==> src/rtl/amis_regs.vh <==
// register offsets, field positions and reset values of the mute source selector
`ifndef AMIS_REGS_VH
`define AMIS_REGS_VH
`define AMIS_PORT1_CFG_ADDR  32'h4000001c
`define AMIS_PORT2_CFG_ADDR  32'h40000020
`define AMIS_SEL_MSB         2
`define AMIS_SEL_LSB         0
`define AMIS_SEL_RESET       3'h0
`define AMIS_SRC_ZERO        3'h0
`define AMIS_SRC_SECOND_SPI_CLOCK_PIN    3'h1
`define AMIS_SRC_SECOND_SPI_SLAVE_OUT_PIN   3'h2
`define AMIS_SRC_SECOND_SPI_SLAVE_IN_PIN   3'h3
`define AMIS_SRC_HFRX_CLK    3'h4
`define AMIS_SRC_FIRST_SPI_SLAVE_IN_PIN   3'h5
`define AMIS_SRC_SPI0_CS     3'h6
`define AMIS_SRC_FIRST_SPI_ENABLE_PIN    3'h7
`define AMIS_SYNC_STAGES     3
`endif

==> src/rtl/amis_pin_sync.v <==
// three-stage pin synchroniser with agreement filter
`timescale 1ns/1ps
module amis_pin_sync #(
  parameter WIDTH = 7
) (
  input  wire             clk,
  input  wire             rst_n,
  input  wire [WIDTH-1:0] d,
  output reg  [WIDTH-1:0] q
);
  reg [WIDTH-1:0] s1;
  reg [WIDTH-1:0] s2;
  reg [WIDTH-1:0] s3;
  // s1 is read only by s2; a change counts when s2 and s3 agree
  always @(posedge clk or negedge rst_n) begin
    if (!rst_n) begin
      s1 <= {WIDTH{1'b0}};
      s2 <= {WIDTH{1'b0}};
      s3 <= {WIDTH{1'b0}};
      q  <= {WIDTH{1'b0}};
    end else begin
      s1 <= d;
      s2 <= s1;
      s3 <= s2;
      q  <= (s2 & s3) | (q & (s2 | s3));
    end
  end
endmodule

==> src/rtl/amis_mute_select.v <==
// mute input source selector for audio ports 1 and 2 with apb registers
//
// Overview of operation
// RULE1: port-1 config bits 2:0 are a read/write mute source select, reset 0.
// RULE2: port-2 config bits 2:0 are a read/write mute source select, reset 0.
// RULE3: code 000 drives the mute input with constant zero.
// RULE4: codes 001/010/011 pick second spi clock, slave-out, slave-in pins.
// RULE5: code 100 picks the port-2 high-frequency receive clock pin.
// RULE6: codes 101/110/111 pick first spi slave-in, chip-select, enable pins.
// RULE7: reserved bits 31:3 read undefined; software writes zeros there.
// RULE8: without the third port, the port-2 register is reserved and inert.
// RULE9: select changes take effect directly, sources pass a synchroniser.
`timescale 1ns/1ps
`include "amis_regs.vh"
module amis_mute_select #(
  parameter HAS_PORT2 = 1
) (
  input  wire        REF_CLK,
  input  wire        RESETN,
  input  wire        PSEL,
  input  wire        PENABLE,
  input  wire        PWRITE,
  input  wire [31:0] PADDR,
  input  wire [31:0] PWDATA,
  output reg  [31:0] PRDATA,
  output reg         PREADY,
  output reg         PSLVERR,
  input  wire        SECOND_SPI_CLOCK_PIN,
  input  wire        SECOND_SPI_SLAVE_OUT_PIN,
  input  wire        SECOND_SPI_SLAVE_IN_PIN,
  input  wire        PORT2_HF_RECEIVE_CLOCK_PIN,
  input  wire        FIRST_SPI_SLAVE_IN_PIN,
  input  wire        FIRST_SPI_CHIP_SELECT_PIN,
  input  wire        FIRST_SPI_ENABLE_PIN,
  output reg         PORT1_MUTE_IN,
  output reg         PORT2_MUTE_IN
);

  // ************************************************
  // local constants
  // ************************************************
  // number of pin sources; code 0 is the constant zero and needs no pin
  localparam N_SRC = 7;
  // position of each source inside the synchronised pin vector
  localparam IDX_SECOND_SPI_CLOCK_PIN  = 0;
  localparam IDX_SECOND_SPI_SLAVE_OUT_PIN = 1;
  localparam IDX_SECOND_SPI_SLAVE_IN_PIN = 2;
  localparam IDX_HFRX_CLK  = 3;
  localparam IDX_FIRST_SPI_SLAVE_IN_PIN = 4;
  localparam IDX_SPI0_CS   = 5;
  localparam IDX_FIRST_SPI_ENABLE_PIN  = 6;

  // ************************************************
  // functions
  // ************************************************
  // full 32-bit compare; aliases of the two words are refused, not folded
  function addr_hit;
    input [31:0] addr;
    input [31:0] target;
    begin
      addr_hit = (addr == target);
    end
  endfunction

  // code 0 gives a constant zero so an idle port never mutes by accident
  function pick;
    input [2:0]       sel;
    input [N_SRC-1:0] src;
    begin
      case (sel)
        `AMIS_SRC_ZERO: begin
          pick = 1'b0; // RULE3
        end
        `AMIS_SRC_SECOND_SPI_CLOCK_PIN: begin
          pick = src[IDX_SECOND_SPI_CLOCK_PIN]; // RULE4
        end
        `AMIS_SRC_SECOND_SPI_SLAVE_OUT_PIN: begin
          pick = src[IDX_SECOND_SPI_SLAVE_OUT_PIN]; // RULE4
        end
        `AMIS_SRC_SECOND_SPI_SLAVE_IN_PIN: begin
          pick = src[IDX_SECOND_SPI_SLAVE_IN_PIN]; // RULE4
        end
        `AMIS_SRC_HFRX_CLK: begin
          pick = src[IDX_HFRX_CLK]; // RULE5
        end
        `AMIS_SRC_FIRST_SPI_SLAVE_IN_PIN: begin
          pick = src[IDX_FIRST_SPI_SLAVE_IN_PIN]; // RULE6
        end
        `AMIS_SRC_SPI0_CS: begin
          pick = src[IDX_SPI0_CS]; // RULE6
        end
        default: begin
          pick = src[IDX_FIRST_SPI_ENABLE_PIN]; // RULE6
        end
      endcase
    end
  endfunction

  // ************************************************
  // declarations
  // ************************************************
  reg  [2:0]       port1_mute_source_sel;
  reg  [2:0]       port2_mute_source_sel;
  reg  [2:0]       wr_sel1;
  reg  [2:0]       wr_sel2;
  reg  [2:0]       next_sel1;
  reg  [2:0]       next_sel2;
  reg  [31:0]      next_rdata;
  reg              next_err;
  wire             setup;
  wire             access;
  wire             commit;
  wire             hit1;
  wire             hit2;
  wire [N_SRC-1:0] pin_vec;
  wire [N_SRC-1:0] pins_q;

  assign setup   = PSEL & ~PENABLE;
  assign access  = PSEL & PENABLE & PREADY;
  assign commit  = access & PWRITE;
  assign hit1    = addr_hit(PADDR, `AMIS_PORT1_CFG_ADDR);
  assign hit2    = addr_hit(PADDR, `AMIS_PORT2_CFG_ADDR);
  assign pin_vec = {FIRST_SPI_ENABLE_PIN, FIRST_SPI_CHIP_SELECT_PIN, FIRST_SPI_SLAVE_IN_PIN,
                    PORT2_HF_RECEIVE_CLOCK_PIN, SECOND_SPI_SLAVE_IN_PIN, SECOND_SPI_SLAVE_OUT_PIN,
                    SECOND_SPI_CLOCK_PIN};

  // ************************************************
  // apb decode
  // ************************************************
  // zero-wait-state slave: decode in setup, answer with pready in access
  always @* begin
    next_sel1  = port1_mute_source_sel;
    next_sel2  = port2_mute_source_sel;
    next_rdata = 32'h00000000;
    next_err   = 1'b0;
    if (hit1) begin
      next_rdata = {29'h0, port1_mute_source_sel}; // RULE7
      if (PWRITE) begin
        next_sel1 = PWDATA[`AMIS_SEL_MSB:`AMIS_SEL_LSB]; // RULE1
      end
    end else if (hit2) begin
      // reduced variant: reads zero, writes dropped, no error
      if (HAS_PORT2 != 0) begin // RULE8
        next_rdata = {29'h0, port2_mute_source_sel}; // RULE7
        if (PWRITE) begin
          next_sel2 = PWDATA[`AMIS_SEL_MSB:`AMIS_SEL_LSB]; // RULE2
        end
      end
    end else begin
      next_err = 1'b1;
    end
  end

  // ************************************************
  // register storage
  // ************************************************
  // write data is captured in setup and committed at the access edge,
  // so a select changes exactly when pready is seen high
  always @(posedge REF_CLK or negedge RESETN) begin
    if (!RESETN) begin
      wr_sel1 <= `AMIS_SEL_RESET;
      wr_sel2 <= `AMIS_SEL_RESET;
    end else if (setup) begin
      wr_sel1 <= next_sel1;
      wr_sel2 <= next_sel2;
    end else if (access) begin
      wr_sel1 <= wr_sel1;
      wr_sel2 <= wr_sel2;
    end else begin
      wr_sel1 <= port1_mute_source_sel;
      wr_sel2 <= port2_mute_source_sel;
    end
  end

  always @(posedge REF_CLK or negedge RESETN) begin
    if (!RESETN) begin
      port1_mute_source_sel <= `AMIS_SEL_RESET; // RULE1
    end else if (commit) begin
      port1_mute_source_sel <= wr_sel1; // RULE1
    end
  end

  always @(posedge REF_CLK or negedge RESETN) begin
    if (!RESETN) begin
      port2_mute_source_sel <= `AMIS_SEL_RESET; // RULE2
    end else if (commit) begin
      port2_mute_source_sel <= wr_sel2; // RULE2
    end
  end

  // ************************************************
  // apb response
  // ************************************************
  // every response output is a flop; pready is a single pulse
  always @(posedge REF_CLK or negedge RESETN) begin
    if (!RESETN) begin
      PREADY <= 1'b0;
    end else begin
      PREADY <= setup;
    end
  end

  always @(posedge REF_CLK or negedge RESETN) begin
    if (!RESETN) begin
      PSLVERR <= 1'b0;
    end else begin
      PSLVERR <= setup & next_err;
    end
  end

  // read data only in the access cycle; reserved bits read zero
  always @(posedge REF_CLK or negedge RESETN) begin
    if (!RESETN) begin
      PRDATA <= 32'h00000000;
    end else begin
      PRDATA <= (setup & ~PWRITE) ? next_rdata : 32'h00000000;
    end
  end

  // ************************************************
  // source synchronisation and selection
  // ************************************************
  // the hf clock is sampled like any pin; only slow mute levels survive intact
  amis_pin_sync #(
    .WIDTH (N_SRC)
  ) u_sync (
    .clk   (REF_CLK),
    .rst_n (RESETN),
    .d     (pin_vec),
    .q     (pins_q)
  ); // RULE9

  // a select change needs no update command; the output follows next edge
  always @(posedge REF_CLK or negedge RESETN) begin
    if (!RESETN) begin
      PORT1_MUTE_IN <= 1'b0;
      PORT2_MUTE_IN <= 1'b0;
    end else begin
      PORT1_MUTE_IN <= pick(port1_mute_source_sel, pins_q); // RULE9
      PORT2_MUTE_IN <= (HAS_PORT2 != 0) ? pick(port2_mute_source_sel, pins_q) : 1'b0; // RULE8
    end
  end
endmodule

==> config.mk <==
export PLATFORM = sky130hd
export DESIGN_NAME = amis_mute_select
export DESIGN_NICKNAME = d
export VERILOG_FILES = /design/src/rtl/amis_pin_sync.v /design/src/rtl/amis_mute_select.v
export VERILOG_INCLUDE_DIRS = /design/src /design/src/rtl
export SDC_FILE = /design/constraint.sdc
export NUM_CORES = 1
export LEC_CHECK = 0
export ABC_AREA = 1
export BUFFER_PORTS_ARGS = -buffer_cell sky130_fd_sc_hd__buf_2
export CAP_MARGIN = 20
export CELL_PAD_IN_SITES_DETAIL_PLACEMENT = 2
export CELL_PAD_IN_SITES_GLOBAL_PLACEMENT = 2
export CORE_MARGIN = 2
export CORE_UTILIZATION = 22
export CTS_CLUSTER_DIAMETER = 200
export DETAILED_ROUTE_END_ITERATION = 12
export PLACE_DENSITY = 0.83
export SYNTH_ARGS = -nofsm -noshare
export SYNTH_HDL_FRONTEND = slang
export SYNTH_SLANG_ARGS = --single-unit
export TNS_END_PERCENT = 10
==> constraint.sdc <==
create_clock -name REF_CLK -period 1 [get_ports REF_CLK]
set_input_delay 0.1 -clock REF_CLK [delete_from_list [all_inputs] [get_ports REF_CLK]]
set_output_delay 0.1 -clock REF_CLK [all_outputs]
set_load 0.005 [all_outputs]
==> summary.md <==
| Metric | Value |
|---|---|
| Outcome | complete, but fails checks |
| Failing checks | setup timing |
| Post-DP Area | 2640 µm² |
| Yosys Warn Count | 0 |
| Synth top area share | 54.15% |
| Nets | 394 |
| Max frequency | 857.1 MHz |
| Register area share after synthesis | 54.15% |
| Pre-CTS setup slack | -0.2956 ns |
| First-pass GRT wire length | 10230 µm |
| Worst hold slack | 0.1710 ns |
| Flop and latch count out of synthesis | 47 |
| Adder-cell share of the synthesized area | 3.226% |
| Wl on met1 | 2435 µm |
| Share of cells above drive strength 1 | 36.68% |
| Async SR Flop Fraction | 100.0% |
| IO buf count | 53 |
| Worst path most repeated cell | buf_4 |
| Clock Skew | 0.007435 ns |
| Post-synthesis instance total | 233 |
| Floorplan row count | 36 |
| Number of antenna violations at the first check in global routing | 0 |
| H-tree Lvls | 2 |
| CP Buf/Inv Count | 2 |
| Tmin final | 1.167 ns |
| Detailed Route WL | 6389 µm |
| Critical Path End Type | flip-flop |
| Critical path's slowest cell | dfrtp_2 |
| Initial Utilization | 22.43% |
| Design area | 2962 µm² |
| Fin worst setup slack | -0.1668 ns |
| Most frequent cell after synthesis | dfrtp_1 |
| Internal reg-to-reg setup slack | -0.17 ns |
| Compound-Gate Fraction of Synth Area | 5.530% |
| CTS tree | done |
| Power Dens Cells | 1481 nW/µm² |
| WL met3 | 244 µm |
| Synth Flop Type | dfrtp_1 |
| Total CTS buffers | 5 |
| Overall power | 0.004387 W |
| DRT Pass-1 Iters | 4 |
| Worst endpoint required time | 1.19 ns |
| Register share of total power | 50.4% |
| Crit path cell chain | buf_4 -> buf_4 -> mux2_1 |
| Kind of critical path | reg -> reg |
| Period utilisation layout | 116.7% |
| Avg WL per Cell | 14.13 µm |
| Synth cell types | 23 |
| Crit. path cell count | 3 |
| Worst hold path cell count | 5 |
| Ranking of synthesized cells by area | dfrtp_1 54%, buf_4 10%, nand2_1 6.4%, nor2_1 5.7%, inv_1 4.7% |
| Vias per cell | 3.973 |
| Comb power frac | 17.2% |
| Area grow syn2layout | 36.35% |
| Clock slew at reported path FFs | 0.09 ns |
| Largest net degree at the start of global routing | 48 |
| Worst-Skew Late Latency | 0.30 ns |
| Mapped Area | 2172 µm² |
| Static leakage | 1.518 nW |
| Final hold viol count | 0 |
| Hold/Removal Path Class | in -> reg |
| Mux cell area share after synthesis | 1.555% |
| GRT overflow | 0 |
| Net Sw Power | 0.001207 W |
| Chip Height | 103.4 µm |
| Syn Area/Cell | 9.322 µm² |
| Crit Path Max Fanout | 6 |
| Setup_tns | -0.8774 ns |
| Vias in the first global route | 2059 |
| ANT nets after route | 0 |
| Post-Synth Simple-Gate Area | 20.33% |
| Maxcap violations | 0 |
| Crit path DAT | 1.35 ns |
| Area taken by multi-input logic gates | 869.6 µm² |
| Highest routed metal layer | met4 |
| Yosys top cell by area | dfrtp_1 |
| Register area | 1182 µm² |
| DRC violations left | 0 |
| Clock share of power | 32.4% |
| Xor-xnor portion of the synthesized cell area | 0% |
| Via Count | 1796 |
| Total die area | 10680 µm² |
| Placer Congestion | 0.8228 |
| Fillers | 1118 |
| # diodes | 0 |
| CTS root buffer | clkbuf_8 |
| Unrepaired setup endpoints after global routing | true |
| I/O Pins | 112 |
| CTS Buffer Depth | 2 |
| Internal | 0.003180 W |
| Post-synth EDFFs | 0 |
| Synth top cells by count | 47 x dfrtp_1, 37 x nand2_1, 33 x nor2_1 |
| Area of the core | 9684 µm² |
| Total track usage | 12.56% |
| Final setup violation count | 12 |
| Slew Viols, Final | 0 |
| Die Width | 103.4 µm |
| Peak supply drop | 0.5569 mV |
| Largest family of logic cells by synthesized area | simple AND/OR/NAND/NOR gates |
| Detail Placement HPWL | 4447 µm |
| CTS sink cnt | 47 |
| Worst reg-to-reg path cell count | 3 |
| DR iter-0 viols | 44 |
| Critical Path Max Stage Delay | 0.47 ns |
| Sw frac | 27.51% |
| CP Launch Type | flip-flop |
| Critical path's top delay family | flip-flops |
| Metal2 WL | 3575 µm |
## layout by cell type, fill, tap and decap left out, types with 3 or more instances in the layout
master | netlist | layout
buf_4 | 29 | 15
o21ai_2 | 0 | 4
nand3_1 | 11 | 10
nor2_1 | 33 | 29
nand2_1 | 37 | 35
buf_2 | 0 | 53
clkbuf_8 | 0 | 5
maj3_1 | 7 | 6
nor2_2 | 3 | 7
dfrtp_1 | 47 | 42
dlygate4sd3_1 | 0 | 8
o21ai_0 | 10 | 3
o21ai_1 | 0 | 3
dfrtp_2 | 0 | 5
conb_1 | 1 | 29
a21oi_1 | 9 | 7
inv_1 | 27 | 26
## repair_timing
| item | CTS | global route |
|---|---|---|
| endpoints found under the hold margin | 54 | 0 |
| gates resized for setup | 11 | 26 |
| endpoints found under the setup margin | 12 | 17 |
| pin swaps | 3 | 2 |
| hold buffers | 8 | 0 |
| setup buffers | 2 | 1 |
## worst register-to-register path: cells and delay by family (launching register included)
family | cells | cell delay [ns]
buffers and inverters | 2 | 0.29
DFF | 1 | 0.47
muxes | 1 | 0.30
## layout make-up
| type | instances | area share [%] |
|---|---|---|
| Sequential cell | 47 | 39.92 |
| Multi-Input combinational cell | 156 | 29.36 |
| Timing Repair Buffer | 80 | 17.57 |
| Tap cell | 133 | 5.619 |
| Inverter | 28 | 3.633 |
| Clock buffer | 5 | 2.324 |
| Clock inverter | 3 | 1.563 |
## state kept, by name, indices dropped and copies added (netlist names)
name                   cells
u_sync.s1                  7
wr_sel2                    3
u_sync.s3                  7
u_sync.q                   7
PORT2_MUTE_IN              1
wr_sel1                    3
u_sync.s2                  7
PSLVERR                    1
PREADY                     1
PORT1_MUTE_IN              1
port2_mute_source_sel      3
PRDATA                     3
port1_mute_source_sel      3
## logic make-up after synthesis
family,after synthesis
and+or+nand+nor,95
muxes,3
DFF,47
adders and majority gates,7
other,1
buffers and inverters,58
AOI/OAI and AO/OA,22
## per-stage QoR
stage / instances / utilization [%]
detailed placement: 433 / 27.26
CTS: 451 / 29.73
finish: 452 / 30.58
global placement: 433 / 27.26
floorplan: 261 / -
global route: 452 / 30.58
## final timing paths
path | startpoint | endpoint
min reg2reg | u_sync.s1[1] | u_sync.s2[1]
min in group asynchronous | RESETN | u_sync.s2[1]
max | port2_mute_source_sel[0] | port2_mute_source_sel[0]
max reg2reg | port2_mute_source_sel[0] | port2_mute_source_sel[0]
min | PWDATA[2] | wr_sel1[2]
max in group asynchronous | RESETN | port1_mute_source_sel[1]
## metal layers
metal  track usage, %  vias up
met5                0        -
met4            5.263        0
met3            2.688        9
met2            23.42       42
met1            13.66      908
li1                 -      837
## power by group through the flow
stage / sequential (W) / combinational (W) / clock (W)
6_report: 0.00221 / 0.000754 / 0.00142
5_1_grt: 0.00223 / 0.000842 / 0.00156
4_1_cts: 0.00219 / 0.000690 / 0.00146
3_5_place_dp: 0.00222 / 0.000587 / 0
3_3_place_gp: 0.00220 / 0.000542 / 0
2_1_floorplan: 0.00218 / 0.000347 / 0
(Power assumes the default switching activity.)
